===== src/thermal_sensor_params.svh =====
/*
 * Constants for the sensor configuration register block: register pointers,
 * field positions, reset values and serial framing counts.
 * Assumes it is included by bare name from each design file that needs it.
 */
`ifndef THERMAL_SENSOR_PARAMS_SVH
`define THERMAL_SENSOR_PARAMS_SVH

`define PTR_WIDTH 4
`define PTR_CAPABILITY 4'h0
`define PTR_SENSOR_CONFIG 4'h1

`define CFG_HYST_HI 10
`define CFG_HYST_LO 9
`define CFG_LOW_POWER 8
`define CFG_CRIT_LOCK 7
`define CFG_WIN_LOCK 6
`define CFG_INT_CLEAR 5
`define CFG_EVT_STATUS 4
`define CFG_EVT_ENABLE 3
`define CFG_EVT_SELECT 2
`define CFG_EVT_POLARITY 1
`define CFG_EVT_MODE 0
`define CFG_RESET 16'h0000

`define CAP_RES_HI 4
`define CAP_RES_LO 3
`define CAP_RANGE 2
`define CAP_ACCURACY 1
`define CAP_ALARM 0

`define BYTE_BITS 4'h8
`define EVT_PIN_RESET 1'b1

`endif


===== src/thermal_cfg_pkg.sv =====
/*
 * Types shared by the sensor configuration block and its line sampler.
 * Assumes nothing beyond a SystemVerilog compiler.
 */
package thermal_cfg_pkg;

   typedef enum logic [3:0] {
      LINK_IDLE,
      LINK_ADDR,
      LINK_ADDR_ACK,
      LINK_PTR,
      LINK_PTR_ACK,
      LINK_WR_DATA,
      LINK_WR_ACK,
      LINK_RD_DATA,
      LINK_RD_ACK
   } link_state_e;

   typedef struct packed {
      logic [1:0] limit_hysteresis;
      logic low_power_select;
      logic crit_lock;
      logic win_lock;
      logic evt_enable;
      logic evt_select;
      logic evt_polarity;
      logic evt_mode;
   } sensor_cfg_s;

   typedef struct packed {
      link_state_e st;
      logic [3:0] bit_cnt;
      logic [7:0] shift;
      logic [15:0] tx;
      logic [7:0] wr_msb;
      logic byte_sel;
      logic rd_nack;
      logic is_read;
      logic [3:0] pointer;
      logic sda_drive;
      sensor_cfg_s cfg;
      logic int_pend;
      logic prev_cond;
      logic event_pin;
   } core_s;

   typedef struct packed {
      logic [1:0] scl_sync;
      logic [1:0] sda_sync;
      logic scl_d;
      logic sda_d;
   } sampler_s;

endpackage : thermal_cfg_pkg


===== src/line_events_if.sv =====
/*
 * Carrier for the sampled two-wire line events between the sampler and
 * the register block. Assumes both ends run on the same system clock.
 */
`timescale 1ns/10ps
interface line_events_if;
   logic scl_rise;
   logic scl_fall;
   logic start_seen;
   logic stop_seen;
   logic sda_level;

   modport source (
      output scl_rise,
      output scl_fall,
      output start_seen,
      output stop_seen,
      output sda_level
   );
   modport sink (
      input scl_rise,
      input scl_fall,
      input start_seen,
      input stop_seen,
      input sda_level
   );
endinterface : line_events_if


===== src/thermal_sensor_config_regs.sv =====
/*
 * Capability report and sensor configuration register of a temperature
 * sensor, reached over a two-wire serial slave through a register pointer,
 * together with the event output logic steered by the configuration.
 * Assumes the limit comparisons are done outside on the same clock and
 * arrive as trip levels, and that the pins are open-drain with pull-ups.
 */
`timescale 1ns/10ps
`include "thermal_sensor_params.svh"
module thermal_sensor_config_regs
   import thermal_cfg_pkg::*;
#(
   parameter logic [6:0] DEV_ADDR = 7'h18,
   parameter int SUB_ZERO_SUPPORT = 1,
   parameter int ACCURACY_TIGHT = 1
)
(
   input wire logic sys_clk_i,
   input wire logic rst_n_i,
   input wire logic scl_i,
   input wire logic sda_i,
   output logic sda_o,
   output logic sda_oe_o,
   input wire logic [1:0] resolution_i,
   input wire logic crit_trip_i,
   input wire logic upper_trip_i,
   input wire logic lower_trip_i,
   output logic event_o,
   output logic low_power_select_o,
   output logic [1:0] limit_hysteresis_o,
   output logic crit_lock_o,
   output logic win_lock_o
);
   // The device address is arbitrary; the DEV_ADDR parameter picks the real one.
   if (SUB_ZERO_SUPPORT < 0 || SUB_ZERO_SUPPORT > 1) begin : g_bad_range
      $error("SUB_ZERO_SUPPORT must be 0 or 1");
   end
   if (ACCURACY_TIGHT < 0 || ACCURACY_TIGHT > 1) begin : g_bad_acc
      $error("ACCURACY_TIGHT must be 0 or 1");
   end

   localparam logic SUB_ZERO_BIT = SUB_ZERO_SUPPORT[0];
   localparam logic ACCURACY_BIT = ACCURACY_TIGHT[0];

   line_events_if ev ();

   line_sampler u_sampler (
      .sys_clk_i(sys_clk_i),
      .rst_n_i(rst_n_i),
      .scl_i(scl_i),
      .sda_i(sda_i),
      .ev(ev.source)
   );

   core_s q;
   core_s next_q;

   logic any_lock;
   logic event_cond;
   logic event_active;
   logic [15:0] wr_word;

   // Builds the capability word from live resolution and fixed grades.
   function automatic logic [15:0] capability_word(input logic [1:0] res);
      logic [15:0] w;
      w = '0;
      w[`CAP_RES_HI:`CAP_RES_LO] = res;
      w[`CAP_RANGE] = SUB_ZERO_BIT;
      w[`CAP_ACCURACY] = ACCURACY_BIT;
      w[`CAP_ALARM] = 1'b1;
      return w;
   endfunction : capability_word

   // Builds the configuration read word; unused bits stay zero.
   function automatic logic [15:0] config_word(input sensor_cfg_s c, input logic stat);
      logic [15:0] w;
      w = `CFG_RESET;
      w[`CFG_HYST_HI:`CFG_HYST_LO] = c.limit_hysteresis;
      w[`CFG_LOW_POWER] = c.low_power_select;
      w[`CFG_CRIT_LOCK] = c.crit_lock;
      w[`CFG_WIN_LOCK] = c.win_lock;
      w[`CFG_INT_CLEAR] = 1'b0;
      w[`CFG_EVT_STATUS] = stat;
      w[`CFG_EVT_ENABLE] = c.evt_enable;
      w[`CFG_EVT_SELECT] = c.evt_select;
      w[`CFG_EVT_POLARITY] = c.evt_polarity;
      w[`CFG_EVT_MODE] = c.evt_mode;
      return w;
   endfunction : config_word

   // Unpacks a configuration word into the stored fields; status and clear are not kept.
   function automatic sensor_cfg_s config_fields(input logic [15:0] w);
      sensor_cfg_s c;
      c.limit_hysteresis = w[`CFG_HYST_HI:`CFG_HYST_LO];
      c.low_power_select = w[`CFG_LOW_POWER];
      c.crit_lock = w[`CFG_CRIT_LOCK];
      c.win_lock = w[`CFG_WIN_LOCK];
      c.evt_enable = w[`CFG_EVT_ENABLE];
      c.evt_select = w[`CFG_EVT_SELECT];
      c.evt_polarity = w[`CFG_EVT_POLARITY];
      c.evt_mode = w[`CFG_EVT_MODE];
      return c;
   endfunction : config_fields

   // Selects the word a read returns; unmapped pointers read zero here.
   function automatic logic [15:0] read_word(input logic [3:0] ptr, input sensor_cfg_s c,
                                             input logic stat, input logic [1:0] res);
      logic [15:0] w;
      w = '0;
      if (ptr == `PTR_CAPABILITY) begin
         w = capability_word(res);
      end else if (ptr == `PTR_SENSOR_CONFIG) begin
         w = config_word(c, stat);
      end
      return w;
   endfunction : read_word

   assign any_lock = q.cfg.crit_lock | q.cfg.win_lock;
   // Critical-only selection drops the window trips from the event.
   assign event_cond = q.cfg.evt_select ? crit_trip_i
                                        : (crit_trip_i | upper_trip_i | lower_trip_i);
   // In interrupt mode a critical trip still drives the output as a level.
   assign event_active = q.cfg.evt_enable &
                         (q.cfg.evt_mode ? (q.int_pend | crit_trip_i) : event_cond);
   assign wr_word = {q.wr_msb, q.shift};

   always_comb begin
      next_q = q;
      next_q.prev_cond = event_cond;
      // Interrupt latch: a new event in the clearing cycle wins over the clear.
      if (q.st == LINK_WR_DATA && ev.scl_fall && q.bit_cnt == `BYTE_BITS && q.byte_sel
          && q.pointer == `PTR_SENSOR_CONFIG && wr_word[`CFG_INT_CLEAR]) begin
         next_q.int_pend = 1'b0;
      end
      if (q.cfg.evt_mode && event_cond && !q.prev_cond) begin
         next_q.int_pend = 1'b1;
      end
      next_q.event_pin = q.cfg.evt_polarity ? event_active : ~event_active;

      if (ev.scl_rise) begin
         if (q.st == LINK_ADDR || q.st == LINK_PTR || q.st == LINK_WR_DATA) begin
            next_q.shift = {q.shift[6:0], ev.sda_level};
            next_q.bit_cnt = q.bit_cnt + 4'h1;
         end else if (q.st == LINK_RD_DATA) begin
            next_q.bit_cnt = q.bit_cnt + 4'h1;
         end else if (q.st == LINK_RD_ACK) begin
            next_q.rd_nack = ev.sda_level;
         end
      end

      if (ev.scl_fall) begin
         case (q.st)
            LINK_ADDR: begin
               if (q.bit_cnt == `BYTE_BITS) begin
                  if (q.shift[7:1] == DEV_ADDR) begin
                     next_q.is_read = q.shift[0];
                     next_q.sda_drive = 1'b1;
                     next_q.st = LINK_ADDR_ACK;
                  end else begin
                     next_q.st = LINK_IDLE;
                  end
               end
            end
            LINK_ADDR_ACK: begin
               next_q.bit_cnt = '0;
               next_q.byte_sel = 1'b0;
               if (q.is_read) begin
                  // Reads work in shutdown too: nothing here looks at low power.
                  next_q.tx = read_word(q.pointer, q.cfg, event_active, resolution_i);
                  next_q.sda_drive = ~next_q.tx[15];
                  next_q.st = LINK_RD_DATA;
               end else begin
                  next_q.sda_drive = 1'b0;
                  next_q.st = LINK_PTR;
               end
            end
            LINK_PTR: begin
               if (q.bit_cnt == `BYTE_BITS) begin
                  next_q.pointer = q.shift[`PTR_WIDTH-1:0];
                  next_q.sda_drive = 1'b1;
                  next_q.st = LINK_PTR_ACK;
               end
            end
            LINK_PTR_ACK: begin
               next_q.sda_drive = 1'b0;
               next_q.bit_cnt = '0;
               next_q.byte_sel = 1'b0;
               next_q.st = LINK_WR_DATA;
            end
            LINK_WR_DATA: begin
               if (q.bit_cnt == `BYTE_BITS) begin
                  // Every data byte is acknowledged, locked or not.
                  next_q.sda_drive = 1'b1;
                  next_q.st = LINK_WR_ACK;
                  if (!q.byte_sel) begin
                     next_q.wr_msb = q.shift;
                  end else if (q.pointer == `PTR_SENSOR_CONFIG) begin
                     if (!any_lock) begin
                        next_q.cfg.limit_hysteresis = wr_word[`CFG_HYST_HI:`CFG_HYST_LO];
                        next_q.cfg.evt_enable = wr_word[`CFG_EVT_ENABLE];
                        next_q.cfg.evt_polarity = wr_word[`CFG_EVT_POLARITY];
                        next_q.cfg.evt_mode = wr_word[`CFG_EVT_MODE];
                     end
                     if (!q.cfg.win_lock) begin
                        next_q.cfg.evt_select = wr_word[`CFG_EVT_SELECT];
                     end
                     if (!wr_word[`CFG_LOW_POWER]) begin
                        next_q.cfg.low_power_select = 1'b0;
                     end else if (!any_lock) begin
                        next_q.cfg.low_power_select = 1'b1;
                     end
                     // Locks only ever set; the reset alone releases them.
                     next_q.cfg.crit_lock = q.cfg.crit_lock | wr_word[`CFG_CRIT_LOCK];
                     next_q.cfg.win_lock = q.cfg.win_lock | wr_word[`CFG_WIN_LOCK];
                  end
               end
            end
            LINK_WR_ACK: begin
               next_q.sda_drive = 1'b0;
               next_q.bit_cnt = '0;
               next_q.byte_sel = ~q.byte_sel;
               next_q.st = LINK_WR_DATA;
            end
            LINK_RD_DATA: begin
               if (q.bit_cnt == `BYTE_BITS) begin
                  next_q.sda_drive = 1'b0;
                  next_q.st = LINK_RD_ACK;
               end else begin
                  next_q.tx = {q.tx[14:0], 1'b0};
                  next_q.sda_drive = ~q.tx[14];
               end
            end
            LINK_RD_ACK: begin
               if (q.rd_nack) begin
                  next_q.st = LINK_IDLE;
               end else begin
                  next_q.bit_cnt = '0;
                  next_q.byte_sel = ~q.byte_sel;
                  // After the low byte the word is fetched again, so a long
                  // read repeats the register rather than walking the map.
                  if (q.byte_sel) begin
                     next_q.tx = read_word(q.pointer, q.cfg, event_active, resolution_i);
                  end else begin
                     next_q.tx = {q.tx[14:0], 1'b0};
                  end
                  next_q.sda_drive = ~next_q.tx[15];
                  next_q.st = LINK_RD_DATA;
               end
            end
            default: begin
               next_q.sda_drive = 1'b0;
            end
         endcase
      end

      if (ev.start_seen) begin
         next_q.st = LINK_ADDR;
         next_q.bit_cnt = '0;
         next_q.sda_drive = 1'b0;
      end else if (ev.stop_seen) begin
         next_q.st = LINK_IDLE;
         next_q.sda_drive = 1'b0;
      end
   end

   always_ff @(posedge sys_clk_i) begin
      if (!rst_n_i) begin
         q <= '0;
         q.st <= LINK_IDLE;
         q.cfg <= config_fields(`CFG_RESET);
         q.event_pin <= `EVT_PIN_RESET;
      end else begin
         q <= next_q;
      end
   end

   // Open-drain data: the pin is only ever pulled low.
   assign sda_o = 1'b0;
   assign sda_oe_o = q.sda_drive;
   assign event_o = q.event_pin;
   assign low_power_select_o = q.cfg.low_power_select;
   assign limit_hysteresis_o = q.cfg.limit_hysteresis;
   assign crit_lock_o = q.cfg.crit_lock;
   assign win_lock_o = q.cfg.win_lock;
endmodule : thermal_sensor_config_regs


===== src/line_sampler.sv =====
/*
 * Synchronises the serial clock and data pins to the system clock and
 * reports the serial clock edges and start and stop conditions as one-cycle pulses.
 * Assumes the serial clock is much slower than the system clock.
 */
`timescale 1ns/10ps
module line_sampler
   import thermal_cfg_pkg::*;
(
   input wire logic sys_clk_i,
   input wire logic rst_n_i,
   input wire logic scl_i,
   input wire logic sda_i,
   line_events_if.source ev
);
   sampler_s q;
   sampler_s next_q;

   always_comb begin
      next_q = q;
      next_q.scl_sync = {q.scl_sync[0], scl_i};
      next_q.sda_sync = {q.sda_sync[0], sda_i};
      next_q.scl_d = q.scl_sync[1];
      next_q.sda_d = q.sda_sync[1];
   end

   always_ff @(posedge sys_clk_i) begin
      if (!rst_n_i) begin
         q <= '{scl_sync: 2'h3, sda_sync: 2'h3, scl_d: 1'b1, sda_d: 1'b1};
      end else begin
         q <= next_q;
      end
   end

   // Only the second synchroniser stage and its delayed copy feed the edges.
   assign ev.scl_rise = q.scl_sync[1] & ~q.scl_d;
   assign ev.scl_fall = ~q.scl_sync[1] & q.scl_d;
   assign ev.start_seen = q.scl_sync[1] & q.scl_d & q.sda_d & ~q.sda_sync[1];
   assign ev.stop_seen = q.scl_sync[1] & q.scl_d & ~q.sda_d & q.sda_sync[1];
   assign ev.sda_level = q.sda_sync[1];
endmodule : line_sampler


===== config.mk =====
export PLATFORM = sky130hd
export DESIGN_NAME = thermal_sensor_config_regs
export DESIGN_NICKNAME = d
export VERILOG_FILES = /design/src/thermal_cfg_pkg.sv /design/src/line_events_if.sv /design/src/thermal_sensor_config_regs.sv /design/src/line_sampler.sv
export VERILOG_INCLUDE_DIRS = /design/src /design/src/src
export SDC_FILE = /design/constraint.sdc
export NUM_CORES = 1
export LEC_CHECK = 0
export ABC_AREA = 1
export BUFFER_PORTS_ARGS = -buffer_cell sky130_fd_sc_hd__buf_4
export CORE_ASPECT_RATIO = 0.7
export CORE_MARGIN = 2
export CORE_UTILIZATION = 31
export DETAILED_ROUTE_END_ITERATION = 10
export HOLD_SLACK_MARGIN = 0.02
export RECOVER_POWER = 100
export SLEW_MARGIN = 20
export SYNTH_ARGS = -nofsm -noshare
export SYNTH_HDL_FRONTEND = slang
export SYNTH_SLANG_ARGS = --single-unit
export TNS_END_PERCENT = 5

===== constraint.sdc =====
create_clock -name sys_clk_i -period 1.91 [get_ports sys_clk_i]
set_input_delay 0.0955 -clock sys_clk_i [delete_from_list [all_inputs] [get_ports sys_clk_i]]
set_output_delay 0.0955 -clock sys_clk_i [all_outputs]
set_load 0.02 [all_outputs]

Word level (Yosys, flattened, before mapping)
Index checks and enable logic that the tools add are counted.

word-level totals
  register bits = 60
  input bits = 9
  output and inout port bits = 8
  word-level logic and storage cells = 168

operators by class
  add/sub/neg operators = 1
  equality and inequality tests = 24
  multiplexer cells = 53
  bitwise gates (word level) = 28
  reductions and logical operators = 36

operators by type and width
  cell                  number
  $mux W16              7
  $mux W15              3
  $pmux W15 S3          1
  $reduce_and A6 Y1     6
  $mux W4               7
  $pmux W4 S7           1
  $mux W11              2
  $mux W1               18
  $mux W9               2
  $eq A4 B3 Y1 const B  4
  $ne A2 B2 Y1 const B  8
  $ne A4 B4 Y1 const B  4
  $not A1 Y1            14
  $mux W12              1
  $reduce_and A4 Y1     3
  $mux W10              1
  $reduce_and A5 Y1     2
  $reduce_bool A3 Y1    3
  $reduce_bool A9 Y1    1
  $and A1 B1 Y1         8
  $eq A4 B1 Y1 const B  2
  $eq A4 B2 Y1 const B  2
  $eq A4 B4 Y1 const B  2
  $mux W8               1
  20 further kinds      39

Longest topological paths before layout
  word-level depth = 14
  mapped depth = 12
  depth with buffers taken out = 11

By module
Synthesis repeated with hierarchy kept, for this count alone.

unflattened totals
  cell total of the unflattened synthesis = 444
  area, all modules = 2909.0 µm²

modules (own cells, without submodules)
  module                      instances  cells an instance  area each (µm²)  sequential area each (µm²)
  thermal_sensor_config_regs  1          417                2710.1           1081.0
  line_sampler                1          27                 198.9            120.1

Least setup slack after synthesis
Ideal clock, no wire load.

  kind = register -> register
  start point = register q[52] (netlist name)
  end point = register q, in the netlist limit_hysteresis_o[0]
  library setup time = 0.132 ns
  arrival time = 1.319 ns
  data required time = 1.778 ns
  slack = 0.459 ns
  cell stages (with the launch flop) = 8
  path buffers = 0
  clock period less this slack = 1.451 ns
  path through = dfxtp_1 inv_1 ha_1 nand3_1 nor2_2 nand3_1 nand2_1 a21oi_1

on the way
  word-level cells in the longest chain between the ends = 2

RTL lines
  element                      line                               source
  start, declared              thermal_sensor_config_regs.sv:55   core_s q;
  start signal, assigned       thermal_sensor_config_regs.sv:273  q <= next_q;
  $eq A4 B4 Y1 (no line)       --
  $reduce_and A6 Y1 (no line)  --

No other way between the ends.
A chain may end at the register's enable or synchronous reset.

Worst setup path after layout
  start point = register q[57] (netlist name)
  end point = register q[59] (netlist name)

on the way
  word-level cells in the longest chain between the ends = 4
  elaborated cells between the ends (all ways) = 16
  classes of those cells = eq/ne (12); mux (1); reduce/logical (3)

RTL lines
  element                       line                               source
  $eq A4 B3 Y1                  thermal_sensor_config_regs.sv:152  case (q.st)
  $reduce_or A2 Y1 (no line)    --
  $reduce_bool A7 Y1 (no line)  --
  $reduce_and A6 Y1 (no line)   --

Parallel ways exist; a longest one is shown, timed or not.

==> impl_metrics.json <==
{
  "route.detailed.drc": 0,
  "final_cells": 591,
  "nNetsFinal": 473,
  "clk_latency_ps": 330,
  "dpl.hpwl_um": 5240,
  "num_vias": 2764,
  "io_pins": 17,
  "synth_edf_count": 0,
  "worst_slew_pin_slew_ps": 512,
  "cts_sinks": 60,
  "slew_viol_final": 0,
  "ys_ff_latch": 60,
  "final_hold_viol_count": 0,
  "synthToLayoutAreaGrowth_pct": 17.2,
  "grt_pass1_wl_um": 12000,
  "grt_pass1_vias": 2476,
  "ant_nets": 0,
  "yosys-top-cells-area": "dfxtp_1 41%, nand2_1 12%, nor2_1 10%",
  "min_path_type": "in2reg",
  "grt_max_degree": 39,
  "synth_warnings": 0,
  "syn_inst": 439,
  "cts_tree": "yes",
  "finalPower_w": 0.00291,
  "reg2reg_depth": 8,
  "end_kind": "flop",
  "ys_async_sr_fraction": 0,
  "cts_max_level": 3,
  "grt-ovfl-total": 0,
  "wire_per_inst_um": 12.1,
  "hold_depth": 3,
  "timing.rr.end": "q[59]$_SDFFE_PP0P_",
  "synth.most_common_cell": "nand2_1",
  "initial_utilization": 0.322,
  "fin_crit_sh": 0.884,
  "dp_cells": 572,
  "start_kind": "flop",
  "tns_ps": 0,
  "min_to": "q[1]$_SDFF_PN0_",
  "fmax_mhz": 592,
  "firstDrtPassIters": 5,
  "diodes": 0,
  "holdCritStartpoint": "crit_trip_i",
  "setup_viol": 0,
  "synth.distinct_cells": 29,
  "cts_setup_buffers": 0,
  "fp.dieW_um": 121,
  "routabilityCongestion": 0.911,
  "drive_above_1_share": 0.122,
  "drt-initial-drc-count": 210,
  "dieHeight_um": 85.6,
  "synth_common_cells": "98 x nand2_1, 82 x nor2_1, 60 x dfxtp_1, 49 x inv_1, 34 x o21ai_0",
  "via_per_inst": 4.68,
  "numCtsBuffers": 9,
  "grt_usage": 0.152,
  "netlist_area_mm2": 0.00295,
  "regToRegSetupSlack_ps": 220,
  "crit_arrival_ps": 1910,
  "yosysSeqAreaShare": 0.408,
  "clockBufferDepth": 2,
  "period_needed_ps": 1690,
  "antenna_found_initial": 0,
  "port_buffers": 15,
  "synth-main-ff-cell": "dfxtp_1",
  "die_area_mm2": 0.0103,
  "fin_util": 0.378,
  "core_area_mm2": 0.00914,
  "crit_type": "reg2reg",
  "yosysTopAreaCell": "dfxtp_1",
  "row_count": 29,
  "cp_max_fo": 7,
  "synth_fp_nets": 450,
  "avgSynthCellArea_um2": 6.71,
  "required_ps": 2130,
  "powerDensity_mw_per_mm2": 841,
  "outcome": "completed",
  "irDropWorstVdd_mv": 0.472,
  "cap_violations": 0,
  "routed_wl_um": 7170,
  "clk_pin_slew_ps": 50,
  "p_leak_nw": 1.48,
  "netlist.area_leader.share": 0.408,
  "relSlewSlack": 0.657,
  "r2r_start": "q[57]$_SDFFE_PP0P_",
  "rsz0062_at_grt": "no",
  "clock_skew_ps": 7.16,
  "clockRootBuffer": "clkbuf_16"
}
## power by group
| part | internal, W | switching (W) |
|---|---|---|
| Clock | 0.000908 | 0.000583 |
| Sequential | 0.00127 | 0.00000949 |
| Combinational | 0.0000486 | 0.0000911 |
## stage by stage
stage               worst slack [ps]  area, um^2  hold slack, ps
finish                           222        3450            57.0
global route                    34.7        3450            84.6
CTS                              149        3470            43.7
detailed placement               179        3170             286
global placement                 222        3170             287
floorplan                        459        2950             202
## layer usage
layer / GRT usage / vias to the layer above / share of wire / wire length, um
met5: 0 / - / 0 / 0
met2: 0.201 / 61 / 0.38 / 2740
li1: - / 1439 / - / -
met3: 0.0479 / 11 / 0.063 / 454
met1: 0.223 / 1253 / 0.54 / 3870
met4: 0.0666 / 0 / 0.015 / 104
## critical path, cell delays in order (launching register included)
cell	delay [ps]
dfxtp_1	450
buf_4	180
nor2_1	60
nand2_2	150
nand2_1	130
nand2_1	150
nand3_1	200
o21ai_0	210
nor2_1	50
## registers in the layout, summed over array words and instances (netlist names)
name,flops
q,47
u_sampler.next_q,3
limit_hysteresis_o,2
u_sampler.q,2
crit_lock_o,1
event_o,1
low_power_select_o,1
sda_oe_o,1
u_sampler.ev.sda_level,1
win_lock_o,1
## cell families after synthesis
group / count (synthesis) / share of synthesized area
compound gates: 71 / 0.122
xor+xnor: 2 / 0.00595
fa+ha+maj: 2 / 0.00849
buf+inv: 66 / 0.0990
flops: 60 / 0.408
other cells: 1 / 0.00127
simple gates: 237 / 0.355
## worst max-delay path by stage
stage                     slack [ps]                                  to                           start  cells after the start
after floorplan                  460  limit_hysteresis_o[0]$_SDFFE_PN0P_                q[52]$_SDFF_PP0_                      7
after global placement           220                  q[42]$_SDFFE_PN0P_              q[58]$_SDFFE_PP0P_                      7
after detailed placement         180                  q[33]$_SDFFE_PN0P_              q[58]$_SDFFE_PP0P_                      7
after CTS                        150                  q[42]$_SDFFE_PN0P_  u_sampler.next_q[1]$_SDFF_PN1_                      9
after global routing              30                  q[34]$_SDFFE_PN0P_              q[57]$_SDFFE_PP0P_                      8
final                            220                  q[59]$_SDFFE_PP0P_              q[57]$_SDFFE_PP0P_                      8
## cell type report
class	instances	area [um^2]
inverters	54	206
flip-flops and latches	60	1200
repair buffers	23	151
well taps	124	155
clock inverters	6	38.8
multi-input cells	314	1460
clock buffers	10	239
fillers	996	5690
## cells in the final DEF, fill, tap and decap left out, types with 3 or more instances in the layout
cell         n
dfxtp_1     59
clkbuf_16    9
o21ai_0     34
inv_1       49
or2_2        5
o21ai_1      3
nand3_1     19
a21oi_1     32
clkinvlp_4   3
nand4_1     12
inv_2        4
clkinv_2     3
buf_4       12
nor2_4       3
nor2_1      82
clkbuf_1     7
nand2_1     99
nand2_2      6
## what timing repair did
action,4_1_cts,5_1_grt
resized for setup,0,4
endpoints found under the hold margin,2,0
setup endpoints to repair,0,6
hold buffers,2,0
(Power assumes the default switching activity.)
